[src/common/rpc_pkg.sv]
// constants and types for one ramped pulse width modulation channel
// assumes one 100 MHz clock shared with the control logic feeding it
`default_nettype none
package rpc_pkg;
  localparam int CLK_HZ = 100_000_000;
  localparam int RAMP_STEP_MS = 10;
  localparam int TICK_CYCLES = CLK_HZ / 1000 * RAMP_STEP_MS;
  localparam logic signed [31:0] FREQ_MAX = 32'sd40000;
  localparam logic signed [15:0] DUTY_MAX = 16'sd1000;
  // phase accumulator wraps once per output period
  localparam logic [31:0] PHASE_WRAP = 32'(CLK_HZ);
  localparam logic [31:0] DUTY_SCALE = 32'(CLK_HZ / 1000);
  localparam logic [15:0] OUT_SEL_A = 16'h0002;
  localparam logic [15:0] OUT_SEL_B = 16'h0003;
  localparam logic [15:0] OUT_SEL_C = 16'h0004;
  localparam logic [15:0] ERR_NONE = 16'h0000;
  localparam logic [15:0] ERR_HARD = 16'h0001;
  localparam logic [15:0] ERR_FREQ = 16'h0003;
  localparam logic [15:0] ERR_DUTY = 16'h0005;
  localparam logic [15:0] ERR_OUTSEL = 16'hFFFF;
  typedef enum logic [1:0] {
    ST_IDLE = 2'b00,
    ST_ACCEL = 2'b01,
    ST_RUN = 2'b10,
    ST_DECEL = 2'b11
  } rpc_state_t;
endpackage
`default_nettype wire

[src/logic/rpc_tick.sv]
// 10 ms step tick for the ramp profile
// assumes the parent holds restart high while no ramp is wanted
`default_nettype none
module rpc_tick
  import rpc_pkg::*;
#(
  parameter int TICKS = TICK_CYCLES
) (
  // clock and reset
  input wire logic clk,
  input wire logic reset_n,
  // control
  input wire logic restart,
  output logic tick
);
  logic [31:0] cnt_q, cnt_d;
  logic tick_q, tick_d;

  always_comb begin
    cnt_d = cnt_q + 32'h00000001;
    tick_d = 1'b0;
    if (restart) begin
      cnt_d = 32'h00000000;
    end else if (cnt_q >= 32'(TICKS - 1)) begin
      cnt_d = 32'h00000000;
      tick_d = 1'b1;
    end
  end

  always_ff @(posedge clk) begin
    if (!reset_n) begin
      cnt_q <= 32'h00000000;
      tick_q <= 1'b0;
    end else begin
      cnt_q <= cnt_d;
      tick_q <= tick_d;
    end
  end

  assign tick = tick_q;
endmodule
`default_nettype wire

[src/logic/rpc_wave.sv]
// waveform generator: phase accumulator plus duty compare
// assumes freq and duty already range checked by the parent
`default_nettype none
module rpc_wave
  import rpc_pkg::*;
(
  // clock and reset
  input wire logic clk,
  input wire logic reset_n,
  // waveform parameters
  input wire logic run,
  input wire logic [31:0] freq,
  input wire logic [15:0] duty,
  // pin
  output logic wave
);
  logic [31:0] phase_q, phase_d;
  logic wave_q, wave_d;
  logic [32:0] sum;
  logic [31:0] thresh;

  always_comb begin
    sum = {1'b0, phase_q} + {1'b0, freq};
    thresh = 32'(duty * DUTY_SCALE);
    phase_d = (sum >= {1'b0, PHASE_WRAP}) ? 32'(sum - {1'b0, PHASE_WRAP}) : sum[31:0];
    // frequency change keeps phase, so no glitch pulse on retune
    wave_d = run && (freq != 32'h00000000) && (phase_q < thresh);
    if (!run) begin
      phase_d = 32'h00000000;
    end
  end

  always_ff @(posedge clk) begin
    if (!reset_n) begin
      phase_q <= 32'h00000000;
      wave_q <= 1'b0;
    end else begin
      phase_q <= phase_d;
      wave_q <= wave_d;
    end
  end

  assign wave = wave_q;
endmodule
`default_nettype wire

[src/logic/rpc_channel.sv]
// top of one ramped pulse width modulation channel
// assumes setpoints and commands come from logic on the same clock
`default_nettype none
module rpc_channel
  import rpc_pkg::*;
#(
  parameter int TICKS = TICK_CYCLES
) (
  // clock and reset
  input wire logic clk,
  input wire logic reset_n,
  // rung and configuration
  input wire logic enable_in,
  input wire logic [15:0] out_select,
  // control words
  input wire logic hard_stop_cmd,
  input wire logic ramp_target_sel,
  input wire logic [31:0] freq_setpoint,
  input wire logic [15:0] duty_setpoint,
  input wire logic [15:0] ramp_delay,
  // status
  output logic decel_flag,
  output logic run_flag,
  output logic ramp_up_flag,
  output logic idle_flag,
  output logic error_flag,
  output logic normal_flag,
  output logic active_flag,
  output logic sel_state,
  output logic [31:0] freq_actual,
  output logic [15:0] duty_actual,
  output logic [15:0] fault_code,
  // pin
  output logic pwm_out
);

  ////////////////////////////////////////////////////////////////////////
  function automatic logic out_of_range(input logic signed [31:0] v,
                                        input logic signed [31:0] lim);
    out_of_range = (v < 32'sd0) || (v > lim);
  endfunction

  ////////////////////////////////////////////////////////////////////////
  rpc_state_t state_q, state_d;
  logic sel_q, sel_d;
  logic [31:0] freq_q, freq_d;
  logic [15:0] duty_q, duty_d;
  logic [15:0] code_q, code_d;
  logic dec_q, dec_d, run_q, run_d, acc_q, acc_d, idle_q, idle_d;
  logic err_q, err_d, norm_q, norm_d, act_q, act_d;
  logic tick;
  logic wave_run;
  logic [15:0] code_now;
  logic err_now;
  logic [31:0] full;
  logic [31:0] step;
  logic [31:0] ramp_cur;
  logic [31:0] ramp_sp;
  logic [31:0] ramp_up;
  logic [31:0] ramp_dn;
  logic [31:0] ramp_new;
  logic ramp_hit;
  logic ramp_zero;

  ////////////////////////////////////////////////////////////////////////
  // fault decode; configuration fault outranks the rest
  always_comb begin
    if (out_select != OUT_SEL_A && out_select != OUT_SEL_B &&
        out_select != OUT_SEL_C) begin
      code_now = ERR_OUTSEL;
    end else if (hard_stop_cmd) begin
      code_now = ERR_HARD;
    end else if (out_of_range(freq_setpoint, FREQ_MAX)) begin
      code_now = ERR_FREQ;
    end else if (out_of_range({{16{duty_setpoint[15]}}, duty_setpoint},
                              {{16{DUTY_MAX[15]}}, DUTY_MAX})) begin
      code_now = ERR_DUTY;
    end else begin
      code_now = ERR_NONE;
    end
    err_now = (code_now != ERR_NONE);
  end

  ////////////////////////////////////////////////////////////////////////
  // linear step: full scale spread over the ramp delay count
  always_comb begin
    full = sel_q ? 32'(FREQ_MAX) : 32'({16'h0000, DUTY_MAX});
    if (ramp_delay[15] || ramp_delay == 16'h0000) begin
      step = full;
    end else begin
      // divider re-evaluated every cycle so a new delay acts at once
      step = full / {16'h0000, ramp_delay};
    end
    if (step == 32'h00000000) begin
      step = 32'h00000001;
    end
    ramp_cur = sel_q ? freq_q : {16'h0000, duty_q};
    ramp_sp = sel_q ? freq_setpoint : {16'h0000, duty_setpoint};
    ramp_up = ramp_cur + step;
    ramp_dn = (ramp_cur > step) ? ramp_cur - step : 32'h00000000;
    ramp_hit = (ramp_up >= ramp_sp) || (ramp_cur > ramp_sp);
    ramp_zero = (ramp_dn == 32'h00000000);
  end

  ////////////////////////////////////////////////////////////////////////
  // profile sequencer
  always_comb begin
    state_d = state_q;
    sel_d = sel_q;
    freq_d = freq_q;
    duty_d = duty_q;
    ramp_new = ramp_cur;
    if (state_q == ST_IDLE) begin
      sel_d = ramp_target_sel;
    end
    case (state_q)
      ST_IDLE: begin
        freq_d = 32'h00000000;
        duty_d = 16'h0000;
        if (enable_in && !err_now) begin
          if (ramp_delay[15] || ramp_delay == 16'h0000) begin
            state_d = ST_RUN;
            freq_d = freq_setpoint;
            duty_d = duty_setpoint;
          end else begin
            state_d = ST_ACCEL;
            freq_d = sel_d ? 32'h00000000 : freq_setpoint;
            duty_d = sel_d ? duty_setpoint : 16'h0000;
          end
        end
      end
      ST_ACCEL: begin
        if (!enable_in) begin
          state_d = ST_DECEL;
        end else if (tick) begin
          if (ramp_hit) begin
            state_d = ST_RUN;
            ramp_new = ramp_sp;
          end else begin
            ramp_new = ramp_up;
          end
        end
      end
      ST_RUN: begin
        if (!enable_in) begin
          state_d = ST_DECEL;
        end else begin
          ramp_new = ramp_sp;
        end
      end
      ST_DECEL: begin
        if (enable_in) begin
          state_d = ST_ACCEL;
        end else if (tick) begin
          ramp_new = ramp_dn;
          if (ramp_zero) begin
            state_d = ST_IDLE;
          end
        end
      end
      default: begin
        state_d = ST_IDLE;
      end
    endcase
    if (state_q != ST_IDLE) begin
      // the parameter not being ramped follows its setpoint directly
      if (sel_q) begin
        freq_d = ramp_new;
        duty_d = duty_setpoint;
      end else begin
        duty_d = ramp_new[15:0];
        freq_d = freq_setpoint;
      end
    end
    if (err_now) begin
      // any fault, hard stop included, drops straight to idle
      state_d = ST_IDLE;
      freq_d = 32'h00000000;
      duty_d = 16'h0000;
    end
  end

  ////////////////////////////////////////////////////////////////////////
  // phase flags registered from the next state so they match it; fault flag and code from the decode
  always_comb begin
    dec_d = (state_d == ST_DECEL);
    run_d = (state_d == ST_RUN);
    acc_d = (state_d == ST_ACCEL);
    idle_d = (state_d == ST_IDLE);
    code_d = code_now;
    err_d = err_now;
    norm_d = !err_now && (state_d != ST_IDLE);
    // completion and rung false both clear it
    act_d = enable_in && (state_d != ST_IDLE);
  end

  always_ff @(posedge clk) begin
    if (!reset_n) begin
      state_q <= ST_IDLE;
      sel_q <= 1'b0;
      freq_q <= 32'h00000000;
      duty_q <= 16'h0000;
      code_q <= ERR_NONE;
      dec_q <= 1'b0;
      run_q <= 1'b0;
      acc_q <= 1'b0;
      idle_q <= 1'b1;
      err_q <= 1'b0;
      norm_q <= 1'b0;
      act_q <= 1'b0;
    end else begin
      state_q <= state_d;
      sel_q <= sel_d;
      freq_q <= freq_d;
      duty_q <= duty_d;
      code_q <= code_d;
      dec_q <= dec_d;
      run_q <= run_d;
      acc_q <= acc_d;
      idle_q <= idle_d;
      err_q <= err_d;
      norm_q <= norm_d;
      act_q <= act_d;
    end
  end

  ////////////////////////////////////////////////////////////////////////
  // ramp tick restarts when idle so the first step is a full 10 ms
  rpc_tick #(
    .TICKS(TICKS)
  ) u_tick (
    .clk(clk),
    .reset_n(reset_n),
    .restart(state_q == ST_IDLE),
    .tick(tick)
  );

  assign wave_run = (state_q != ST_IDLE) && !err_q;

  rpc_wave u_wave (
    .clk(clk),
    .reset_n(reset_n),
    .run(wave_run),
    .freq(freq_q),
    .duty(duty_q),
    .wave(pwm_out)
  );

  assign decel_flag = dec_q;
  assign run_flag = run_q;
  assign ramp_up_flag = acc_q;
  assign idle_flag = idle_q;
  assign error_flag = err_q;
  assign normal_flag = norm_q;
  assign active_flag = act_q;
  assign sel_state = sel_q;
  assign freq_actual = freq_q;
  assign duty_actual = duty_q;
  assign fault_code = code_q;

  ////////////////////////////////////////////////////////////////////////
  decel_phase_a: assert property (@(posedge clk) disable iff (!reset_n)
    decel_flag == (state_q == ST_DECEL))
    else $error("decel flag disagrees with state");

  run_phase_a: assert property (@(posedge clk) disable iff (!reset_n)
    run_flag |-> (state_q == ST_RUN) && !decel_flag && !ramp_up_flag)
    else $error("run flag outside run phase");

  accel_phase_a: assert property (@(posedge clk) disable iff (!reset_n)
    ramp_up_flag == (state_q == ST_ACCEL))
    else $error("ramp-up flag disagrees with state");

  sel_hold_a: assert property (@(posedge clk) disable iff (!reset_n)
    (state_q != ST_IDLE) |=> $stable(sel_q))
    else $error("ramp target changed while running");

  idle_excl_a: assert property (@(posedge clk) disable iff (!reset_n)
    idle_flag == !(run_flag || ramp_up_flag || decel_flag))
    else $error("idle flag inconsistent with phase flags");

  hard_low_a: assert property (@(posedge clk) disable iff (!reset_n)
    hard_stop_cmd |-> ##2 !pwm_out)
    else $error("output not low after hard stop");

  hard_code_a: assert property (@(posedge clk) disable iff (!reset_n)
    hard_stop_cmd && (out_select == OUT_SEL_A) |=> error_flag && fault_code == ERR_HARD)
    else $error("hard stop code not reported");

  freq_code_a: assert property (@(posedge clk) disable iff (!reset_n)
    !hard_stop_cmd && (out_select == OUT_SEL_B) &&
    ($signed(freq_setpoint) > FREQ_MAX) |=> fault_code == ERR_FREQ)
    else $error("frequency fault code missing");

  normal_ok_a: assert property (@(posedge clk) disable iff (!reset_n)
    normal_flag |-> !error_flag && !idle_flag)
    else $error("normal flag with error or idle");

  active_off_a: assert property (@(posedge clk) disable iff (!reset_n)
    !enable_in |=> !active_flag)
    else $error("active flag stayed after enable dropped");

endmodule
`default_nettype wire

[config.mk]
export PLATFORM = sky130hd
export DESIGN_NAME = rpc_channel
export DESIGN_NICKNAME = d
export VERILOG_FILES = /design/src/common/rpc_pkg.sv /design/src/logic/rpc_tick.sv /design/src/logic/rpc_wave.sv /design/src/logic/rpc_channel.sv
export SDC_FILE = /design/constraint.sdc
export NUM_CORES = 1
export LEC_CHECK = 0
export BUFFER_PORTS_ARGS = -buffer_cell sky130_fd_sc_hd__buf_2
export CAP_MARGIN = 20
export CORE_AREA = 3 3 323 325
export CTS_BUF_LIST = sky130_fd_sc_hd__clkbuf_4
export CTS_CLUSTER_SIZE = 20
export DETAILED_ROUTE_END_ITERATION = 8
export DIE_AREA = 0 0 326 328
export PLACE_DENSITY = 0.57
export RECOVER_POWER = 25
export SKIP_LAST_GASP = 1
export SLEW_MARGIN = 10
export SYNTH_ARGS = -nofsm -noshare
export SYNTH_HDL_FRONTEND = slang
export SYNTH_SLANG_ARGS = --single-unit
export TNS_END_PERCENT = 5
[constraint.sdc]
create_clock -name clk -period 172.2 [get_ports clk]
set_clock_uncertainty 0.2 [all_clocks]
set_input_delay 25.83 -clock clk [delete_from_list [all_inputs] [get_ports clk]]
set_output_delay 25.83 -clock clk [all_outputs]
set_load 0.02 [all_outputs]
Word level (Yosys, flattened, before mapping)
Cells that the tools add are included.
{"block": "totals", "register_bits": 140, "inputBits": 85, "out_inout_bits": 73}
{"block": "classes", "add_sub_neg": 5, "multipliers": 1, "n_div": 1, "order_cmp": 10, "n_eq_ne": 9, "muxes": 43, "bitwise": 1, "n_reduce_logical": 28}
{"op": "$mux 32", "count": 18}
{"op": "$mux 16", "count": 8}
{"op": "$pmux 32 s3", "count": 1}
{"op": "$gt 32x32->1", "count": 2}
{"op": "$logic_not 32->1", "count": 2}
{"op": "$add 32x32->33", "count": 1}
{"op": "$ge 33x27->1 const B", "count": 1}
{"op": "$add 32x1->32 const B", "count": 1}
{"op": "$add 32x32->32", "count": 1}
{"op": "$div 32x16->32", "count": 1}
{"op": "$ge 32x20->1 const B", "count": 1}
{"op": "$ge 32x32->1", "count": 1}
{"op": "$gt 32x17->1 const B", "count": 1}
{"op": "$lt 32x1->1 const B", "count": 1}
{"op": "$lt 32x32->1", "count": 1}
{"op": "$ne 16x2->1 const B", "count": 2}
{"op": "$reduce_bool 32->1", "count": 1}
{"op": "$sub 32x27->32 const B", "count": 1}
{"op": "$sub 32x32->32", "count": 1}
{"op": "$mul 16x12->27 const B", "count": 1}
{"op": "$mux 2", "count": 10}
{"op": "$gt 16x11->1 const B", "count": 1}
{"op": "$logic_not 16->1", "count": 1}
{"op": "$lt 16x1->1 const B", "count": 1}
{"op": "16 further kinds", "count": 38}

Logic depth before layout (Yosys ltp)
Gate-level depths: netlist (run 1).
{"block": "depth", "word_depth": 15, "depth_mapped": 508, "mapped_depth_nobuf": 464}

Modules after synthesis
Synthesis (run 1) repeated with hierarchy kept, for this count alone.
{"block": "hier_totals", "cells_unflattened": 5931, "hier_area_um2": 42839.8}
{"mod": "rpc_channel", "instances": 1, "cells_each": 4812, "area_each_um2": 33808.7, "seq_area_each_um2": 1241.2}
{"mod": "rpc_wave", "instances": 1, "cells_each": 984, "area_each_um2": 7797.5, "seq_area_each_um2": 660.6}
{"mod": "rpc_tick", "instances": 1, "cells_each": 135, "area_each_um2": 1233.7, "seq_area_each_um2": 660.6}

Worst setup path before layout (run 1)
Ideal clock, no wire load.
{"block": "synth_path", "path_type": "input to register", "from": "in ramp_delay[0]", "to": "reg duty_q[4], in the netlist duty_actual[4]", "t_arrival_ns": 116.988, "required_time_ns": 171.872, "path_slack_ns": 54.884, "cell_stages": 483, "n_path_buf": 51, "path_cell_list": "clkbuf_1 -> inv_1 -> ha_1 -> clkbuf_1 -> nor2_1 -> xor2_1 -> nor3_1 -> ha_1 -> o211ai_1 -> a21oi_1 -> nor4_1 -> or2_2 -> ha_1 -> or3_1 -> o22ai_1 -> mux2_2 -> and2_1 -> ha_1 -> (+447 left out) -> nor2_1 -> nor2_1 -> nor2_1 -> xor2_1 -> ha_1 -> nor2b_1 -> o21ai_0 -> nand2b_1 -> a21oi_1 -> nor2b_1 -> a2111oi_0 -> clkbuf_1 -> mux2i_1 -> o21ai_0 -> a221oi_1 -> nor2_1 -> a21oi_1 -> nor2_1"}
{"block": "synth_via", "elab_chain_cells": 14}
{"element": "from (decl)", "line": "rpc_channel.sv:20", "rtl": "input wire logic [15:0] ramp_delay,"}
{"element": "branches (longest 13 deep; another with $div 32x16->32)"}
{"element": "$mux 16 (*)", "line": "rpc_channel.sv:165", "rtl": "if (state_q != ST_IDLE) begin"}
{"element": "to (signal assigned)", "line": "rpc_channel.sv:215", "rtl": "duty_q <= duty_d;"}
{"element": "to (decl)", "line": "rpc_channel.sv:47", "rtl": "logic [15:0] duty_q, duty_d;"}
Every way passes the cells marked *. The select of a mux whose other input is x is not followed.
A chain may end at the register's enable or synchronous reset.

Worst setup path after layout (run 1)
{"block": "layout_path", "from": "in ramp_delay[0]", "to": "reg act_q, in the netlist active_flag"}
{"block": "layout_via", "elab_chain_cells": 15}
{"element": "branches (longest 11 deep; another with $div 32x16->32)"}
{"element": "$pmux 2 s4 (*)", "line": "rpc_channel.sv:116", "rtl": "case (state_q)"}
{"element": "$mux 2 (*)", "line": "rpc_channel.sv:175", "rtl": "if (err_now) begin"}
{"element": "$reduce_bool 2->1 (*)", "line": "rpc_channel.sv:194", "rtl": "act_d = enable_in && (state_d != ST_IDLE);"}
{"element": "$logic_and 1x1->1 (*)", "line": "rpc_channel.sv:194"}
{"element": "to (signal assigned)", "line": "rpc_channel.sv:223", "rtl": "act_q <= act_d;"}
{"element": "to (decl)", "line": "rpc_channel.sv:50", "rtl": "logic err_q, err_d, norm_q, norm_d, act_q, act_d;"}
Every way passes the cells marked *.

==> run metrics, run 1 <==
asr flop ratio synth 0; post-DP HPWL 111 mm; vias in the first global route 39225; core area 0.102 mm^2; routed vias 41431; drt drc 0; fin cells 7093; Final Slew Violations 34; slowest cell delay on critical path 0.93 ns; WL/cell 18.9 um; Avg Inst Size Synth 7.23 um^2; number of DRC markers in iteration 0 2876; FP Rows 117; Final Net Count 6527; Worst setup SP type input pin; clock buffer depth 2; CTS tree done; Pre-antenna DRT Iters 6; most common cell after layout, fill and taps aside ha_1; Initial Util 0.400; Period minus WS final 125.84 ns; Worst R2R Start sel_state; Seq/Total Area, Yosys 0.0630; clk sinks 128; largest net degree at the start of global routing 42; fraction of layout instances using a drive strength above 1 0.0863; post-synthesis cell count 5629; worst slew pin tran 2.08 ns; slowest CP cell o31ai_1; Post-synth EDFFs 0; Die W 326 um; commonest cells after routing, fill and taps aside 685 x ha_1, 563 x nor2_1, 474 x a21oi_1; Synthesis Warnings 0; worst hold path type flip-flop to flip-flop; total grt overflow 0; # resized after CTS 0; Placed Cells 7057; top_reg_cell synth dfxtp_1; CTS Hold Bufs 0; Final period util 0.731; status finished with violations; CTS buffer count 17; drt via density 5.84; crit path kind input pin to flip-flop; Skew-Pair Late Insertion Delay 0.63 ns; Setup crit end kind flip-flop; root buf cell clkbuf_4; failing checks capacitance limit, slew limit; DIE HEIGHT 328 um; total track usage 0.240; Worst EP arrival 126.20 ns; Slew HR -0.390; CP required 172.57 ns; largest delay contributor family on the critical path compound AO/OA/AOI/OAI gates; RSZ-0062 raised after global routing false; die area 0.107 mm^2; WL final 134 mm; TNS Setup 0 ns; CP Max Fanout 41; Fmax 0.00795 GHz; # H-tree levels 4; post-route ant nets 0; initial antenna violation count 2; Hold Vio Cnt, Final 0; first-pass GRT wire length 212 mm; CP Launch Point ramp_delay[0]; Area Overhead vs Synth 6.22%; Worst Hold Launch u_tick.cnt_q[0]; IO Count 158; post-synthesis register bit count 128; CTS clk-pin slew, worst paths 0.14 ns; Final Setup Violations 0; input/output buffers 157; Worst path most repeated cell o21a_1; Post-CTS Setup Repair Bufs 0; GPL Wtd Cong 0.954; Synth Cell Area 0.0407 mm^2; Netlist cell types 127; max-cap viol count 1; Worst Path Buf+Inv 14
==> cells by family after synthesis <==
logic type      Yosys count  synth area share
simple gates           1975             0.240
compound gates         1773             0.295
fa+ha+maj               733             0.234
buf+inv                 508            0.0492
xor+xnor                350            0.0753
mux                     160            0.0429
flops                   128            0.0630
other cells               2          0.000185
==> Yosys cell counts, drive strengths merged, types with 112 or more instances <==
master,instances,area share
a21o,151,0.028
a21oi,478,0.059
clkbuf,124,0.011
dfxtp,128,0.063
ha,685,0.21
inv,331,0.031
nand2,467,0.043
nand2b,112,0.017
nand3,116,0.015
nor2,567,0.053
nor3,185,0.024
o21a,161,0.030
o21ai,301,0.038
xnor2,207,0.045
xor2,143,0.031
==> path summary, 6_finish.rpt <==
| kind | slack [ns] | endpoint | cells past startpoint |
|---|---|---|---|
| worst max-delay path | 46.36 | active_flag | 449 |
| worst min-delay path | 0.28 | u_tick.cnt_q[0] | 1 |
| worst max register to register | 71.65 | active_flag | 446 |
| worst min register to register | 0.28 | u_tick.cnt_q[0] | 1 |
==> registers in the layout (all words and copies together) (netlist names) <==
register        count
ramp_up_flag        1
run_flag            1
active_flag         1
decel_flag          1
duty_actual        16
sel_state           1
error_flag          1
u_tick.tick         1
u_wave.phase_q     32
freq_actual        32
idle_flag           1
u_tick.cnt_q       32
state_q             2
normal_flag         1
fault_code          4
u_wave.wave         1
==> area by class of cell <==
cell class	count	area, um^2
sequential	128	2570
antenna	3	7.51
clock buffer	18	135
inverter	332	1250
clock inverter	14	130
fill	10616	58500
timing repair buffer	211	1190
tap	1368	1710
multi-input combinational	5019	36200
==> metal layers <==
layer,GRT usage,wire [um],share of wire,up-vias
li1,-,-,-,20870
met1,0.322,62000,0.46,19302
met2,0.413,62100,0.46,1074
met3,0.0181,6180,0.046,185
met4,0.0653,3670,0.027,0
met5,0,0,0,-
==> through the flow <==
step | utilization | cell area (um^2) | hold slack [ns] | setup WS (ns)
global placement | 0.422 | 42900 | 0.246 | 49.39
CTS | 0.425 | 43200 | 0.283 | 47.79
floorplan | - | 40800 | 0.230 | 54.88
detailed placement | 0.422 | 42900 | 0.253 | 47.50
global route | 0.425 | 43200 | 0.296 | 36.96
finish | 0.425 | 43200 | 0.279 | 46.36
Power of run 1 is not shown: default switching activity piles up to over one toggle a cycle in this logic, so the estimate is an artifact.
==> run 2: changes to the inputs <==
==> constraint.sdc (replaced) <==
create_clock -name clk -period 132.1 [get_ports clk]
set_clock_uncertainty 0.2 [all_clocks]
set_input_delay 19.815 -clock clk [delete_from_list [all_inputs] [get_ports clk]]
set_output_delay 19.815 -clock clk [all_outputs]
set_load 0.02 [all_outputs]
==> run 2 against run 1 <==
First-iteration DRC count increased by 3.6%; die area unchanged; setup slack got worse by 34 ns; the flow still finishes with violations (capacitance limit, slew limit); sequential cell count unchanged; design area increased by 0.29%; non-clock buffer count increased by 5; core utilization increased by 0.12 points; register-to-register slack got worse by 40 ns.
==> run metrics, run 2 (synthesized netlist as in run 1, its figures left out) <==
CP Max Fanout 41; Fmax 0.00835 GHz; most common cell after layout, fill and taps aside ha_1; Final period util 0.906; Slew HR -0.346; fillers 10657; Final Setup Violations 0; DIE HEIGHT 328 um; total track usage 0.240; IO Count 158; slowest cell delay on critical path 0.90 ns; r2r worst-path depth 448; Worst path most repeated cell o21a_1; worst slew pin tran 2.02 ns; Worst R2R Start sel_state; Worst EP arrival 120.07 ns; number of DRC markers in iteration 0 2979; post-DP HPWL 111 mm; reg-to-reg endpoint active_flag; status finished with violations; first-pass GRT wire length 212 mm; area of the multi-input gates 0.0362 mm^2; Worst setup SP type input pin; clock buffer depth 2; slowest CP cell o31ai_1; Worst Hold Launch u_tick.cnt_q[0]; Die W 326 um; CTS tree done; failing checks capacitance limit, slew limit; # H-tree levels 4; Sequential Area 0.00257 mm^2; clk sinks 128; drt via density 5.86; Final Net Count 6532; vias in the first global route 39425; hold worst-path end u_tick.cnt_q[0]; largest net degree at the start of global routing 56; die area 0.107 mm^2; Period minus WS final 119.73 ns; CTS Hold Bufs 0; FP Rows 117; WL/cell 18.8 um; total grt overflow 0; CP required 132.45 ns; core area 0.102 mm^2; GPL Wtd Cong 0.960; Pre-antenna DRT Iters 7; Post-CTS Setup Repair Bufs 0; Final Slew Violations 34; initial antenna violation count 2; WHS Path Cells 1; Hold Vio Cnt, Final 0; Skew-Pair Late Insertion Delay 0.60 ns; Initial Util 0.400; CP Launch Point ramp_delay[0]; CTS clk-pin slew, worst paths 0.14 ns; max-cap viol count 1; TNS Setup 0 ns; commonest cells after routing, fill and taps aside 685 x ha_1, 563 x nor2_1, 474 x a21oi_1; post-route ant nets 0; Setup crit end kind flip-flop; # resized after CTS 0; input/output buffers 157; routed vias 41573; worst hold path type flip-flop to flip-flop; crit path kind input pin to flip-flop; CTS buffer count 17; root buf cell clkbuf_4; fraction of layout instances using a drive strength above 1 0.0871; RSZ-0062 raised after global routing false; drt drc 0; Area Overhead vs Synth 6.53%; R2R setup slack 31.88 ns; WL final 134 mm
run 2: cell type report:
type / count / share of cell area
Clock buffer: 17 / 0.00294
Timing Repair Buffer: 216 / 0.0282
Clock inverter: 15 / 0.00514
Multi-Input combinational cell: 5019 / 0.836
Tap cell: 1368 / 0.0395
Antenna cell: 4 / 0.000231
Inverter: 332 / 0.0287
Sequential cell: 128 / 0.0592
run 2: metal layers:
metal	share of wire	routed length, um	up-vias	track usage
li1	-	-	20876	-
met1	0.46	61400	19410	0.320
met2	0.47	62200	1097	0.415
met3	0.046	6110	190	0.0194
met4	0.029	3890	0	0.0671
met5	0	0	-	0
run 2: metrics by stage:
stage / hold WS (ns) / setup WS [ns] / cells / instance area, um^2 / util
floorplan: 0.230 / 20.80 / 5655 / 40800 / -
global placement: 0.244 / 15.28 / 7060 / 43000 / 0.422
detailed placement: 0.255 / 13.34 / 7061 / 43000 / 0.422
CTS: 0.287 / 13.55 / 7093 / 43300 / 0.426
global route: 0.326 / 2.86 / 7096 / 43300 / 0.426
finish: 0.281 / 12.37 / 7099 / 43300 / 0.426
run 2: critical path: cells and delay by family:
kind	cells	cell delay, ns
multiplexers	7	2.66
AND/OR/NAND/NOR	143	26.73
XOR/XNOR	2	0.56
AO/OA/AOI/OAI	250	54.76
adder cells (fa/ha/maj)	35	11.21
buffers and inverters	14	4.11
run 2: worst max-delay path by stage:
| stage | endpoint | slack, ns | cells after the start |
|---|---|---|---|
| final | active_flag | 12.37 | 451 |
| after global routing | active_flag | 2.86 | 452 |
| after CTS | active_flag | 13.55 | 451 |
| after detailed placement | active_flag | 13.34 | 448 |
| after global placement | active_flag | 15.28 | 451 |
| after floorplan | duty_actual[4] | 20.80 | 483 |
Power of run 2 is left out for the same reason.
